`src/verilog/pfrl_defs.svh`:
```
// Constants of the fault report link: offsets, reset values, field
// positions, duty codes and timing. Included by the top module and the testbench.
`ifndef PFRL_DEFS_SVH
`define PFRL_DEFS_SVH

// Clock rate
`define PFRL_CLK_MHZ 125

// Register offsets (byte addresses)
`define PFRL_ADR_CONFIG 8'h00
`define PFRL_ADR_STATUS 8'h04

// Config fields and reset value
`define PFRL_CFG_RATE 0
`define PFRL_CFG_DS_EN 1
`define PFRL_CFG_GS_EN 2
`define PFRL_CFG_BLANK_LO 3
`define PFRL_CFG_GSH_TRIP 5
`define PFRL_CFG_DS_TRIP 6
`define PFRL_CFG_RESET 7'h76

// Event indices, equal to priority minus one
`define PFRL_EV_GSH 0
`define PFRL_EV_BOOST 1
`define PFRL_EV_GSL 2
`define PFRL_EV_GSUP 3
`define PFRL_EV_OVT 4
`define PFRL_EV_MSL 5
`define PFRL_EV_MSH 6
`define PFRL_EV_LSL 7
`define PFRL_EV_MEM 8
`define PFRL_EV_DS 9
`define PFRL_NUM_EV 10

// Duty cycles in tenths of a percent
`define PFRL_DUTY_EOF 10'd935
`define PFRL_DUTY_DS 10'd825
`define PFRL_DUTY_MEM 10'd550
`define PFRL_DUTY_LSL 10'd495
`define PFRL_DUTY_MSH 10'd440
`define PFRL_DUTY_MSL 10'd385
`define PFRL_DUTY_OVT 10'd330
`define PFRL_DUTY_GSUP 10'd275
`define PFRL_DUTY_GSL 10'd220
`define PFRL_DUTY_BOOST 10'd165
`define PFRL_DUTY_GSH 10'd110

// Debounce times in microseconds and their cycle counts
`define PFRL_DEB_SHORT_US 2
`define PFRL_DEB_MID_US 8
`define PFRL_DEB_LONG_US 16
`define PFRL_DEB_SHORT_CYC (`PFRL_DEB_SHORT_US * `PFRL_CLK_MHZ)
`define PFRL_DEB_MID_CYC (`PFRL_DEB_MID_US * `PFRL_CLK_MHZ)
`define PFRL_DEB_LONG_CYC (`PFRL_DEB_LONG_US * `PFRL_CLK_MHZ)

// Drain-source blanking choices in ns, rounded up to cycles
`define PFRL_BLANK0_NS 500
`define PFRL_BLANK1_NS 1000
`define PFRL_BLANK2_NS 2000
`define PFRL_BLANK3_NS 4000
`define PFRL_NS2CYC(t) (((t) * `PFRL_CLK_MHZ + 999) / 1000)

// Line periods in microseconds and their cycle counts
`define PFRL_SLOW_PERIOD_US 1000
`define PFRL_FAST_PERIOD_US 100
`define PFRL_SLOW_PERIOD_CYC (`PFRL_SLOW_PERIOD_US * `PFRL_CLK_MHZ)
`define PFRL_FAST_PERIOD_CYC (`PFRL_FAST_PERIOD_US * `PFRL_CLK_MHZ)

`endif

```
`src/verilog/pfrl_pkg.sv`:
```
// Types of the fault report link.
// Assumes nothing beyond a SystemVerilog compiler.
package pfrl_pkg;

  // Link sequencing states
  typedef enum logic [1:0] {ST_IDLE, ST_SEND, ST_EOF} pfrl_state_t;

  // Width of period and duty counters
  typedef logic [23:0] pfrl_cnt_t;

endpackage

```
`src/verilog/pfrl_link.sv`:
```
// Top of the fault report link: event filters, priority, duty-cycle
// line, acknowledge detection, driver enable and a Wishbone slave.
// Assumes fault inputs, supply, enable and the line are asynchronous.
`timescale 1ns/100ps
`include "pfrl_defs.svh"

module pfrl_link #(
  parameter int SLOW_PERIOD_CYC = `PFRL_SLOW_PERIOD_CYC,
  parameter int FAST_PERIOD_CYC = `PFRL_FAST_PERIOD_CYC
) (
  // Clock and reset
  input wire logic clk_sys,
  input wire logic reset,
  // Wishbone slave
  input wire logic wb_cyc_i,
  input wire logic wb_stb_i,
  input wire logic wb_we_i,
  input wire logic [7:0] wb_adr_i,
  input wire logic [3:0] wb_sel_i,
  input wire logic [31:0] wb_dat_i,
  output logic [31:0] wb_dat_o,
  output logic wb_ack_o,
  // Raw fault conditions
  input wire logic gate_supply_high,
  input wire logic boost_supply_low,
  input wire logic gate_source_low,
  input wire logic gate_supply_low,
  input wire logic overtemp_warning,
  input wire logic main_supply_low,
  input wire logic main_supply_high,
  input wire logic logic_supply_low,
  input wire logic config_mem_double_error,
  input wire logic drain_source_fault,
  // Supply and enable
  input wire logic logic_supply_on,
  input wire logic driver_enable_in,
  // Open-drain diagnostic line
  input wire logic diag_line_i,
  output logic diag_line_o,
  output logic diag_line_oe,
  // Gate drivers
  output logic gate_drive_en
);

  localparam int NEV = `PFRL_NUM_EV;
  localparam int NSY = NEV + 3;

  // Debounce limit per event; drain-source adds its blanking time
  function automatic logic [15:0] deb_limit(input int idx, input logic [1:0] blank);
    logic [15:0] lim;
    lim = 16'(`PFRL_DEB_SHORT_CYC);
    case (idx)
      `PFRL_EV_BOOST, `PFRL_EV_GSUP: lim = 16'(`PFRL_DEB_LONG_CYC);
      `PFRL_EV_MSL, `PFRL_EV_LSL: lim = 16'(`PFRL_DEB_MID_CYC);
      `PFRL_EV_MEM: lim = 16'h0000;
      `PFRL_EV_DS:
      begin
        case (blank)
          2'h0: lim = 16'(`PFRL_DEB_SHORT_CYC + `PFRL_NS2CYC(`PFRL_BLANK0_NS));
          2'h1: lim = 16'(`PFRL_DEB_SHORT_CYC + `PFRL_NS2CYC(`PFRL_BLANK1_NS));
          2'h2: lim = 16'(`PFRL_DEB_SHORT_CYC + `PFRL_NS2CYC(`PFRL_BLANK2_NS));
          default: lim = 16'(`PFRL_DEB_SHORT_CYC + `PFRL_NS2CYC(`PFRL_BLANK3_NS));
        endcase
      end
      default: lim = 16'(`PFRL_DEB_SHORT_CYC);
    endcase
    return lim;
  endfunction

  // Duty code per event index
  function automatic logic [9:0] duty_of(input logic [3:0] idx);
    logic [9:0] d;
    d = `PFRL_DUTY_GSH;
    case (idx)
      4'h1: d = `PFRL_DUTY_BOOST;
      4'h2: d = `PFRL_DUTY_GSL;
      4'h3: d = `PFRL_DUTY_GSUP;
      4'h4: d = `PFRL_DUTY_OVT;
      4'h5: d = `PFRL_DUTY_MSL;
      4'h6: d = `PFRL_DUTY_MSH;
      4'h7: d = `PFRL_DUTY_LSL;
      4'h8: d = `PFRL_DUTY_MEM;
      4'h9: d = `PFRL_DUTY_DS;
      default: d = `PFRL_DUTY_GSH;
    endcase
    return d;
  endfunction

  // Lowest set index wins
  function automatic logic [3:0] first_set(input logic [NEV-1:0] v);
    logic [3:0] f;
    f = 4'h0;
    for (int i = NEV - 1; i >= 0; i--)
    begin
      if (v[i])
      begin
        f = 4'(i);
      end
    end
    return f;
  endfunction

  // Two-stage synchronisers for every asynchronous input
  logic [NSY-1:0] async_in;
  logic [NSY-1:0] sync1_ff;
  logic [NSY-1:0] sync2_ff;
  assign async_in = {diag_line_i, driver_enable_in, logic_supply_on,
    drain_source_fault, config_mem_double_error, logic_supply_low,
    main_supply_high, main_supply_low, overtemp_warning, gate_supply_low,
    gate_source_low, boost_supply_low, gate_supply_high};

  always_ff @(posedge clk_sys or posedge reset)
  begin
    if (reset)
    begin
      sync1_ff <= {1'b1, 1'b0, 1'b1, {NEV{1'b0}}}; // Idle levels: no false sleep or edge
      sync2_ff <= {1'b1, 1'b0, 1'b1, {NEV{1'b0}}};
    end
    else
    begin
      sync1_ff <= async_in;
      sync2_ff <= sync1_ff;
    end
  end

  logic sup_on;
  logic en_sync;
  logic line_low;
  assign sup_on = sync2_ff[NEV];
  assign en_sync = sync2_ff[NEV+1];
  assign line_low = !sync2_ff[NEV+2];

  // Configuration register
  logic [6:0] cfg_ff;
  logic [6:0] nxt_cfg;
  logic [31:0] rdat_ff;
  logic [31:0] nxt_rdat;
  logic ack_bus_ff;
  logic nxt_ack_bus;

  // Monitor enables mask the raw condition before filtering
  logic [NEV-1:0] raw_masked;
  logic [NEV-1:0] deb;
  always_comb
  begin
    raw_masked = sync2_ff[NEV-1:0];
    raw_masked[`PFRL_EV_DS] = sync2_ff[`PFRL_EV_DS] && cfg_ff[`PFRL_CFG_DS_EN];
    raw_masked[`PFRL_EV_GSL] = sync2_ff[`PFRL_EV_GSL] && cfg_ff[`PFRL_CFG_GS_EN];
  end

  // One filter per event
  genvar gi;
  generate
    for (gi = 0; gi < NEV; gi++)
    begin : g_deb
      pfrl_debounce u_deb (
        .clk_sys(clk_sys),
        .reset(reset),
        .raw(raw_masked[gi]),
        .limit(deb_limit(gi, cfg_ff[`PFRL_CFG_BLANK_LO+1:`PFRL_CFG_BLANK_LO])),
        .level(deb[gi])
      );
    end
  endgenerate

  // Link state
  pfrl_pkg::pfrl_state_t state_ff;
  pfrl_pkg::pfrl_state_t nxt_state;
  logic [NEV-1:0] deb_prev_ff;
  logic [NEV-1:0] pend_ff;
  logic [NEV-1:0] nxt_pend;
  logic [3:0] cur_ff;
  logic [3:0] nxt_cur;
  logic trip_ff;
  logic nxt_trip;
  pfrl_pkg::pfrl_cnt_t ack_cnt_ff;
  pfrl_pkg::pfrl_cnt_t nxt_ack_cnt;
  logic oe_ff;
  logic nxt_oe;
  logic drv_ff;
  logic nxt_drv;
  logic restart;
  logic ack_hit;
  logic low_phase;
  logic [NEV-1:0] rise;
  logic [NEV-1:0] cur_mask;
  logic [NEV-1:0] rest;
  pfrl_pkg::pfrl_cnt_t period_cyc;
  pfrl_pkg::pfrl_cnt_t high_cyc;
  logic [33:0] high_prod;
  logic [9:0] duty;

  assign rise = deb & ~deb_prev_ff;
  assign cur_mask = NEV'(1) << cur_ff;
  assign rest = pend_ff & ~cur_mask;

  // Period by rate bit, high time from the duty code
  assign period_cyc = cfg_ff[`PFRL_CFG_RATE] ? 24'(FAST_PERIOD_CYC) : 24'(SLOW_PERIOD_CYC);
  assign duty = (state_ff == pfrl_pkg::ST_EOF) ? `PFRL_DUTY_EOF : duty_of(cur_ff);
  assign high_prod = (34'(period_cyc) * 34'(duty)) / 34'd1000;
  assign high_cyc = high_prod[23:0];

  pfrl_pwm_gen u_pwm (
    .clk_sys(clk_sys),
    .reset(reset),
    .run(state_ff != pfrl_pkg::ST_IDLE),
    .restart(restart),
    .period_cyc(period_cyc),
    .high_cyc(high_cyc),
    .low_phase(low_phase),
    .period_end()
  );

  // Low time measured from the falling edge; saturates so one hold acks once
  always_comb
  begin
    nxt_ack_cnt = 24'h000000;
    if (line_low)
    begin
      nxt_ack_cnt = (ack_cnt_ff > period_cyc) ? ack_cnt_ff : ack_cnt_ff + 24'h000001;
    end
  end
  assign ack_hit = line_low && (ack_cnt_ff == period_cyc);

  // Sequencing, pending flags, trip latch and line drive
  always_comb
  begin
    nxt_state = state_ff;
    nxt_cur = cur_ff;
    nxt_pend = pend_ff;
    nxt_trip = trip_ff;
    restart = 1'b0;
    case (state_ff)
      pfrl_pkg::ST_IDLE:
      begin
        if (pend_ff != '0)
        begin
          nxt_state = pfrl_pkg::ST_SEND;
          nxt_cur = first_set(pend_ff);
          restart = 1'b1;
        end
      end
      pfrl_pkg::ST_SEND:
      begin
        if (ack_hit)
        begin
          nxt_pend = rest;
          restart = 1'b1;
          if (rest != '0)
          begin
            nxt_cur = first_set(rest);
          end
          else
          begin
            nxt_state = pfrl_pkg::ST_EOF;
          end
        end
      end
      default:
      begin
        if (ack_hit)
        begin
          restart = 1'b1;
          if (pend_ff != '0)
          begin
            nxt_state = pfrl_pkg::ST_SEND;
            nxt_cur = first_set(pend_ff);
          end
          else if (deb == '0)
          begin
            nxt_state = pfrl_pkg::ST_IDLE;
          end
        end
      end
    endcase
    // Acknowledge releases a protective trip
    if (ack_hit)
    begin
      nxt_trip = 1'b0;
    end
    // New events set flags; a set in the clearing cycle still wins
    nxt_pend = nxt_pend | rise;
    if (rise[`PFRL_EV_MSH] || rise[`PFRL_EV_GSH] && cfg_ff[`PFRL_CFG_GSH_TRIP]
        || rise[`PFRL_EV_DS] && cfg_ff[`PFRL_CFG_DS_TRIP])
    begin
      nxt_trip = 1'b1;
    end
    // Sleep: state, pending flags and trip forgotten, line pulled low
    if (!sup_on)
    begin
      nxt_state = pfrl_pkg::ST_IDLE;
      nxt_pend = '0;
      nxt_trip = 1'b0;
    end
    nxt_oe = !sup_on || (state_ff != pfrl_pkg::ST_IDLE && low_phase);
    nxt_drv = sup_on && en_sync && !trip_ff;
  end

  always_ff @(posedge clk_sys or posedge reset)
  begin
    if (reset)
    begin
      state_ff <= pfrl_pkg::ST_IDLE;
      cur_ff <= 4'h0;
      pend_ff <= '0;
      deb_prev_ff <= '0;
      trip_ff <= 1'b0;
      ack_cnt_ff <= 24'h000000;
      oe_ff <= 1'b0;
      drv_ff <= 1'b0;
    end
    else
    begin
      state_ff <= nxt_state;
      cur_ff <= nxt_cur;
      pend_ff <= nxt_pend;
      deb_prev_ff <= deb;
      trip_ff <= nxt_trip;
      ack_cnt_ff <= nxt_ack_cnt;
      oe_ff <= nxt_oe;
      drv_ff <= nxt_drv;
    end
  end

  // Wishbone: one wait state, unmapped reads return zero
  always_comb
  begin
    nxt_cfg = cfg_ff;
    nxt_rdat = 32'h00000000;
    nxt_ack_bus = wb_cyc_i && wb_stb_i && !ack_bus_ff;
    if (nxt_ack_bus)
    begin
      if (wb_adr_i == `PFRL_ADR_CONFIG)
      begin
        nxt_rdat = {25'h0000000, cfg_ff};
        if (wb_we_i && wb_sel_i[0])
        begin
          nxt_cfg = wb_dat_i[6:0];
        end
      end
      else if (wb_adr_i == `PFRL_ADR_STATUS)
      begin
        nxt_rdat = {8'h00, state_ff, drv_ff, trip_ff, deb, pend_ff};
      end
    end
  end

  always_ff @(posedge clk_sys or posedge reset)
  begin
    if (reset)
    begin
      cfg_ff <= `PFRL_CFG_RESET;
      rdat_ff <= 32'h00000000;
      ack_bus_ff <= 1'b0;
    end
    else
    begin
      cfg_ff <= nxt_cfg;
      rdat_ff <= nxt_rdat;
      ack_bus_ff <= nxt_ack_bus;
    end
  end

  assign wb_dat_o = rdat_ff;
  assign wb_ack_o = ack_bus_ff;
  assign diag_line_o = 1'b0;
  assign diag_line_oe = oe_ff;
  assign gate_drive_en = drv_ff;

  // Checks
  logic idle_on;
  assign idle_on = sup_on && (state_ff == pfrl_pkg::ST_IDLE);

  idle_line_high_a: assert property (@(posedge clk_sys) disable iff (reset)
    idle_on |=> !diag_line_oe)
    else $error("line pulled low while idle");

  sleep_line_low_a: assert property (@(posedge clk_sys) disable iff (reset)
    !sup_on |=> diag_line_oe && state_ff == pfrl_pkg::ST_IDLE)
    else $error("line not low in sleep");

  drv_off_input_a: assert property (@(posedge clk_sys) disable iff (reset)
    (!sup_on || !en_sync) |=> !gate_drive_en)
    else $error("drivers on during sleep or enable low");

  trip_off_a: assert property (@(posedge clk_sys) disable iff (reset)
    $rose(trip_ff) |-> ##1 !gate_drive_en [*2])
    else $error("drivers on after protective trip");

  ds_mask_a: assert property (@(posedge clk_sys) disable iff (reset)
    (!cfg_ff[`PFRL_CFG_DS_EN] && !pend_ff[`PFRL_EV_DS] && !deb[`PFRL_EV_DS])
    |=> !pend_ff[`PFRL_EV_DS])
    else $error("masked drain-source fault reported");

  set_wins_a: assert property (@(posedge clk_sys) disable iff (reset)
    (rise != '0 && sup_on) |=> ((pend_ff & $past(rise)) == $past(rise)))
    else $error("fault event lost");

  code_repeat_a: assert property (@(posedge clk_sys) disable iff (reset)
    (state_ff == pfrl_pkg::ST_SEND && !ack_hit && sup_on)
    |=> state_ff == pfrl_pkg::ST_SEND && $stable(cur_ff))
    else $error("code changed without acknowledge");

  eof_follow_a: assert property (@(posedge clk_sys) disable iff (reset)
    (state_ff == pfrl_pkg::ST_SEND && ack_hit && rest == '0 && rise == '0 && sup_on)
    |=> state_ff == pfrl_pkg::ST_EOF)
    else $error("end-of-frame not sent after last fault");

  idle_only_a: assert property (@(posedge clk_sys) disable iff (reset)
    (state_ff != pfrl_pkg::ST_IDLE && sup_on && !(state_ff == pfrl_pkg::ST_EOF && ack_hit
    && deb == '0)) |=> state_ff != pfrl_pkg::ST_IDLE)
    else $error("idle entered without acknowledged end-of-frame");

endmodule

```
`src/verilog/pfrl_debounce.sv`:
```
// Debounce filter for one fault condition.
// Assumes a raw input already synchronised to clk_sys.
`timescale 1ns/100ps
module pfrl_debounce (
  // Clock and reset
  input wire logic clk_sys,
  input wire logic reset,
  // Filter
  input wire logic raw,
  input wire logic [15:0] limit,
  output logic level
);

  logic [15:0] cnt_ff;
  logic [15:0] nxt_cnt;
  logic level_ff;
  logic nxt_level;

  // Counter restarts whenever the condition drops
  always_comb
  begin
    nxt_cnt = cnt_ff;
    nxt_level = level_ff;
    if (!raw)
    begin
      nxt_cnt = 16'h0000;
      nxt_level = 1'b0;
    end
    else if (cnt_ff >= limit)
    begin
      nxt_level = 1'b1;
    end
    else
    begin
      nxt_cnt = cnt_ff + 16'h0001;
    end
  end

  always_ff @(posedge clk_sys or posedge reset)
  begin
    if (reset)
    begin
      cnt_ff <= 16'h0000;
      level_ff <= 1'b0;
    end
    else
    begin
      cnt_ff <= nxt_cnt;
      level_ff <= nxt_level;
    end
  end

  assign level = level_ff;

  // Level only rises after a full unbroken count
  deb_wait_a: assert property (@(posedge clk_sys) disable iff (reset)
    (!level_ff && !raw) |=> !level_ff)
    else $error("debounce output rose without a held condition");

endmodule

```
`src/verilog/pfrl_pwm_gen.sv`:
```
// Period counter that shapes one duty-cycle code on the line.
// Assumes period and high time are stable within a period.
`timescale 1ns/100ps
module pfrl_pwm_gen (
  // Clock and reset
  input wire logic clk_sys,
  input wire logic reset,
  // Control
  input wire logic run,
  input wire logic restart,
  input wire pfrl_pkg::pfrl_cnt_t period_cyc,
  input wire pfrl_pkg::pfrl_cnt_t high_cyc,
  // Waveform
  output logic low_phase,
  output logic period_end
);

  pfrl_pkg::pfrl_cnt_t cnt_ff;
  pfrl_pkg::pfrl_cnt_t nxt_cnt;

  // Free run within the period, wrap at the end
  always_comb
  begin
    nxt_cnt = cnt_ff + 24'h000001;
    if (!run || restart || period_end)
    begin
      nxt_cnt = 24'h000000;
    end
  end

  always_ff @(posedge clk_sys or posedge reset)
  begin
    if (reset)
    begin
      cnt_ff <= 24'h000000;
    end
    else
    begin
      cnt_ff <= nxt_cnt;
    end
  end

  // High first, then low for the rest of the period
  assign period_end = run && (cnt_ff >= period_cyc - 24'h000001);
  assign low_phase = run && (cnt_ff >= high_cyc);

endmodule

```
`config.mk`:
```
export PLATFORM = sky130hd
export DESIGN_NAME = pfrl_link
export DESIGN_NICKNAME = d
export VERILOG_FILES = /design/src/verilog/pfrl_pkg.sv /design/src/verilog/pfrl_link.sv /design/src/verilog/pfrl_debounce.sv /design/src/verilog/pfrl_pwm_gen.sv
export VERILOG_INCLUDE_DIRS = /design/src /design/src/verilog
export SDC_FILE = /design/constraint.sdc
export NUM_CORES = 1
export LEC_CHECK = 0
export ABC_AREA = 1
export BUFFER_PORTS_ARGS = -buffer_cell sky130_fd_sc_hd__buf_2
export CAP_MARGIN = 20
export CORE_MARGIN = 5
export CORE_UTILIZATION = 35
export CTS_CLUSTER_DIAMETER = 30
export CTS_CLUSTER_SIZE = 25
export DETAILED_ROUTE_END_ITERATION = 6
export GPL_ROUTABILITY_DRIVEN = 0
export SYNTH_ARGS = -nofsm -noshare
export SYNTH_HDL_FRONTEND = slang
export SYNTH_SLANG_ARGS = --single-unit
```
`constraint.sdc`:
```
create_clock -name clk_sys -period 46.1 [get_ports clk_sys]
set_input_delay 4.61 -clock clk_sys [delete_from_list [all_inputs] [get_ports clk_sys]]
set_output_delay 4.61 -clock clk_sys [all_outputs]
set_load 0.02 [all_outputs]
```
# Yosys cells after proc, flatten, opt, wreduce, memory -nomap -nowiden
# Memories as Yosys holds them, arrays and structs flattened.
# Index checks and enable logic that the tools add are counted.
dict set report totals {
  register_bits 313
  latch_bits 0
  ramBits 0
  romBits 160
  in_bits 62
  out_inout_bits 36
  elab_cells 229
  mem_count 1
}
dict set report classes {
  add_sub_neg 13
  mul 1
  div_mod_pow 1
  n_lt_le_gt_ge 13
  eq_ne 35
  shift 1
  n_mux 91
  bitwise 5
  reduce_logical 34
}
# name depth word_bits rd rd_clocked_by_memory_dff wr line_no
set memory_table {}
lappend memory_table {{(name not given)} 16 10 1 0 0 pfrl_link.sv:74} ;# case (idx)
# op count
set ops {}
lappend ops {{$mux 16} 20}
lappend ops {{$add 16x1->16 const B} 10}
lappend ops {{$mux 24} 6}
lappend ops {{$mux 4} 24}
lappend ops {{$ge 16x8->1 const B} 4}
lappend ops {{$add 24x1->24 const B} 2}
lappend ops {{$ge 24x24->1} 2}
lappend ops {{$mux 10} 4}
lappend ops {{$div 34x10->34 const B} 1}
lappend ops {{$ge 16x10->1 const B} 2}
lappend ops {{$ge 16x11->1 const B} 2}
lappend ops {{$ne 2x2->1 const B} 15}
lappend ops {{$pmux 10 s3} 1}
lappend ops {{$mul 17x10->27} 1}
lappend ops {{$mux 1} 26}
lappend ops {{$eq 24x17->1} 1}
lappend ops {{$gt 24x17->1} 1}
lappend ops {{$and 10x10->10} 2}
lappend ops {{$not 10->10} 2}
lappend ops {{$reduce_bool 10->1} 2}
lappend ops {{$sub 17x1->18 const B} 1}
lappend ops {{$mux 17} 1}
lappend ops {{$ge 16x1->1 const B} 1}
lappend ops {{$ge 16x10->1} 1}
lappend ops {{other kinds (21)} 62}

# Depth between registers and ports, before layout
dict set report logic_depth {
  depth_word 16
  ltp_mapped 149
  depth_no_buf 148
}

# Hierarchy
# A second synthesis with hierarchy kept.
dict set report unflattened {
  cells_unflattened 4624
  hier_area_um2 32135.8
}
# mod instances cells_per_inst area_each_um2 seq_area_each_um2
set modules_own_cells {}
lappend modules_own_cells {pfrl_debounce 10 230 1560.2 425.4}
lappend modules_own_cells {pfrl_link 1 1857 13427.9 2788.9}
lappend modules_own_cells {pfrl_pwm_gen 1 467 3105.5 600.6}

# Least setup slack after synthesis
# Ideal clock, no wire load.
dict set report synth_timing {
  path_type {register to register}
  from {reg cur_ff[3]}
  to {reg oe_ff, in the netlist diag_line_oe}
  setup_time_ns 0.118
  arrival_time_ns 14.453
  t_required_ns 45.982
  setup_slack_ns 31.529
  path_stages_with_launch 121
  path_buffers 1
  period_less_slack_ns 14.571
  cell_sequence {dfrtp_1 clkbuf_1 inv_1 nor2_1 nand2_1 nand3_1 inv_1 nor2_1 inv_1 o21ai_0 ha_1 inv_1 fa_1 fa_1 inv_1 fa_1 fa_1 ha_1 [... 85 more ...] ha_1 inv_1 a21boi_0 o21a_1 o21a_1 o21a_1 o21a_1 o21a_1 o21ai_0 nand2_1 a21oi_1 nor2_1 a211oi_1 nor3_1 a2111oi_0 o21ai_0 nand2_1 nand2_1}
}
dict set report synth_via {
  elab_chain_cells 8
}
# element line_no
set synth_lines {}
lappend synth_lines {{from (decl)} pfrl_link.sv:172} ;# logic [3:0] cur_ff;
lappend synth_lines {{from (signal assigned)} pfrl_link.sv:315} ;# cur_ff <= nxt_cur;
lappend synth_lines {{$mem_v2 16x10} --}
lappend synth_lines {{$mux 10} pfrl_link.sv:199} ;# assign duty = (state_ff == pfrl_pkg::ST_EOF) ? `PFRL_DUTY_EOF : duty_of(cur_ff);
lappend synth_lines {{$mul 17x10->27} pfrl_link.sv:200} ;# assign high_prod = (34'(period_cyc) * 34'(duty)) / 34'd1000;
lappend synth_lines {{$div 34x10->34} pfrl_link.sv:200}
lappend synth_lines {{$ge 24x24->1} pfrl_pwm_gen.sv:45} ;# assign low_phase = run && (cnt_ff >= high_cyc);
lappend synth_lines {{$logic_and 1x1->1} pfrl_pwm_gen.sv:45}
lappend synth_lines {{$logic_and 1x1->1} pfrl_link.sv:295} ;# nxt_oe = !sup_on || (state_ff != pfrl_pkg::ST_IDLE && low_phase);
lappend synth_lines {{$logic_or 1x1->1} pfrl_link.sv:295}
lappend synth_lines {{net nxt_oe} pfrl_link.sv:179} ;# logic nxt_oe;
lappend synth_lines {{to (signal assigned)} pfrl_link.sv:320} ;# oe_ff <= nxt_oe;
lappend synth_lines {{to (decl)} pfrl_link.sv:178} ;# logic oe_ff;
# The timed path passes the listed nets, and every way through them passes these cells.
# A chain may end at the register's enable or synchronous reset.

# Worst setup path in the final report
# Ends and elaborated chain as after synthesis.

==> results.md <==
* Hpwl dp at 33.72 mm
* Synth area leader: dfrtp_1
* Die Ht at 256.5 um
* TritonCTS buffer count at 68
* GR Util All Layers at 0.1372
* Share of cells above drive strength 1 at 0.1393
* Final Net Count at 3199
* Number of placement rows at 90
* DRT antenna net count at 0
* Average vias per placed instance at 4.618
* Element type at the critical path start: flip-flop
* Port bufs at 60
* Ys async rst share at 1.000
* Post-Syn Instances at 2797
* RSZ-0062 raised after global routing: no
* Top area cells in the synthesized netlist: dfrtp_1, nand2_1, ha_1
* Worst slew pin tran at 0.9864 ns
* Post-synthesis register bit count at 289
* CTS tree: built
* Setup-failing EPs final at 0
* Setup TNS at 0 ns
* Global route overflow at 0
* Synth Cell Area at 0.02126 mm^2
* Initial antenna violation count at 0
* Max-slew violations at 0
* Routed WL per cell at 11.95 um
* Most instantiated cells after synthesis: nand2_1, inv_1, nor2_1
* Crit-path max cell delay at 0.60 ns
* Met3 wire len at 1.400 mm
* H-Tree Depth at 3
* Core Region at 0.06025 mm^2
* Status: finished clean
* Hold WC Path Type: reg -> reg
* DRT Wirelength at 44.88 mm
* Most frequent CP cell: nand2_1
* Slowest-stage cell, CP: fa_1
* Crit path kind: reg -> reg
* Via Count at 17340
* M1 WL at 22.16 mm
* Largest net degree at the start of global routing at 177
* Hold Violations, Final at 0
* Syn-to-layout area delta at 17.09%
* Cell with the most instances after synthesis: nand2_1
* Synth cell types at 71
* CTS clk-pin slew, worst paths at 0.05 ns
* CTS Hold Buffers Added at 0
* Top FF cell, synth: dfrtp_1
* YS warnings at 0
* DRC Markers at 0
* Die width at 256.5 um
* Final worst setup slack at 28.46 ns
* Syn Area/Cell at 7.600 um^2
* Post_cts resized at 0
* Initial core utilization at 0.3529
* Slew HR at 0.3424
* First DRT Iteration DRCs at 862
* Yosys top cell area share at 0.3296
* Fin util at 0.4131
* Max Freq at 0.05668 GHz
* Critical Path AT at 18.11 ns
* Top layer in use: met4
* Required time worst endpoint at 46.57 ns
* Clk_lat worst skew at 0.59 ns
* Post-Place Worst Slack at 28.39 ns
* Layout Skew at 0.02700 ns
* First-pass GRT wire length at 78.43 mm
* Root Buffer: clkbuf_16
* Part of the cycle the worst path needs at 0.3827
* Crit-path max FO at 8
* Placed cell areas at 0.02250 mm^2
* Vias in the first global route at 16880
* Num ports at 98
* Max cap viols at 0
* Final instance area at 0.02489 mm^2
* Drt first pass iters at 5
* Post-synth EDFFs at 0
* Sequential element share of the synthesized area at 0.3407
* Diodes inserted at 0
* Clk sinks at 289
* Setup repair bufs after CTS at 0
* Die area at 0.06577 mm^2
* Crit path capture type: flip-flop
* Max Buffers Root-to-Sink at 3
* Final min period at 17.64 ns
* WL met2 at 20.48 mm
[kinds of logic after synthesis]
logic type	Yosys count	synth area share
AO/OA/AOI/OAI	353	0.1009
buffers and inverters	605	0.1085
AND/OR/NAND/NOR	1282	0.2812
multiplexers	2	0.001059
adder cells (fa/ha/maj)	219	0.1487
XOR/XNOR	45	0.01854
other	2	0.0003533
flip-flops	289	0.3407
[worst max-delay path: cells and delay by family, from the launching register on]
| family | cells | cell delay, ns |
|---|---|---|
| compound gates | 19 | 3.52 |
| fa+ha+maj | 7 | 2.92 |
| buf+inv | 13 | 1.12 |
| flops | 1 | 0.47 |
| simple gates | 84 | 9.45 |
[metrics by stage]
step                hold slack [ns]  instances
floorplan                    0.3312       2819
global route                 0.3488       3755
finish                       0.3342       3755
global placement             0.3316       3630
detailed placement           0.3347       3630
CTS                          0.3360       3755
[final timing paths]
kind | startpoint | end | slack (ns) | cells after the start
min in group asynchronous | reset | g_deb[0].u_deb.cnt_ff[12]$_DFFE_PP0P_ | 4.19 | 2
min | sync1_ff[0]$_DFF_PP0_ | sync2_ff[0]$_DFF_PP0_ | 0.33 | 0
max reg2reg | cur_ff[3]$_DFFE_PP0P_ | diag_line_oe$_DFF_PP0_ | 28.46 | 123
max in group asynchronous | reset | g_deb[7].u_deb.cnt_ff[2]$_DFFE_PP0P_ | 40.47 | 3
min reg2reg | sync1_ff[0]$_DFF_PP0_ | sync2_ff[0]$_DFF_PP0_ | 0.33 | 0
max | cur_ff[3]$_DFFE_PP0P_ | diag_line_oe$_DFF_PP0_ | 28.46 | 123
[state kept, by name, indices dropped and copies added (netlist names)]
signal,flops
wb_dat_o,24
sync1_ff,13
gate_drive_en,1
u_pwm.cnt_ff,24
cur_ff,4
ack_cnt_ff,24
diag_line_oe,1
wb_ack_o,1
pend_ff,10
state_ff,2
cfg_ff,7
g_deb.u_deb.cnt_ff,144
g_deb.u_deb.level,10
deb_prev_ff,10
trip_ff,1
sync2_ff,13
[cells in the final DEF, fill, tap and decap left out, drive strengths merged, types with 5 or more instances in the layout]
cell and count:
nand2 630, inv 572, nor2 305, dfrtp 280, nand3 183, ha 163, o21ai 138, a21oi 119
clkbuf 85, buf 63, nor3 59, fa 56, nand4 35, xor2 34, conb 24, clkinv 24
nor4 21, nor3b 14, o21bai 12, or2 12, xnor2 11, o211ai 11, o21a 9, dfstp 9
o31ai 8, a21o 8, clkinvlp 8, nand3b 8, o32ai 7, bufinv 7, a211oi 6, and3 6
and2 6, a31oi 5, o41ai 5
[per-layer routing]
| layer | track usage | vias up |
|---|---|---|
| met1 | 0.1890 | 7913 |
| met5 | 0 | - |
| met4 | 0.03653 | 0 |
| met3 | 0.02568 | 60 |
| li1 | - | 9155 |
| met2 | 0.2236 | 211 |
[cell type report]
cell class                      instances  area (um^2)
Fill cell                            6143        35360
Multi-Input combinational cell       1925        11790
Sequential cell                       289         7243
Inverter                              571         2152
Clock buffer                           85         1866
Tap cell                              782        978.4
Clock inverter                         40        524.3
Timing Repair Buffer                   63        335.3
Power is left out: the tool's default activity adds up to more than one toggle a clock period on the data nets, which glitch-free logic cannot reach.
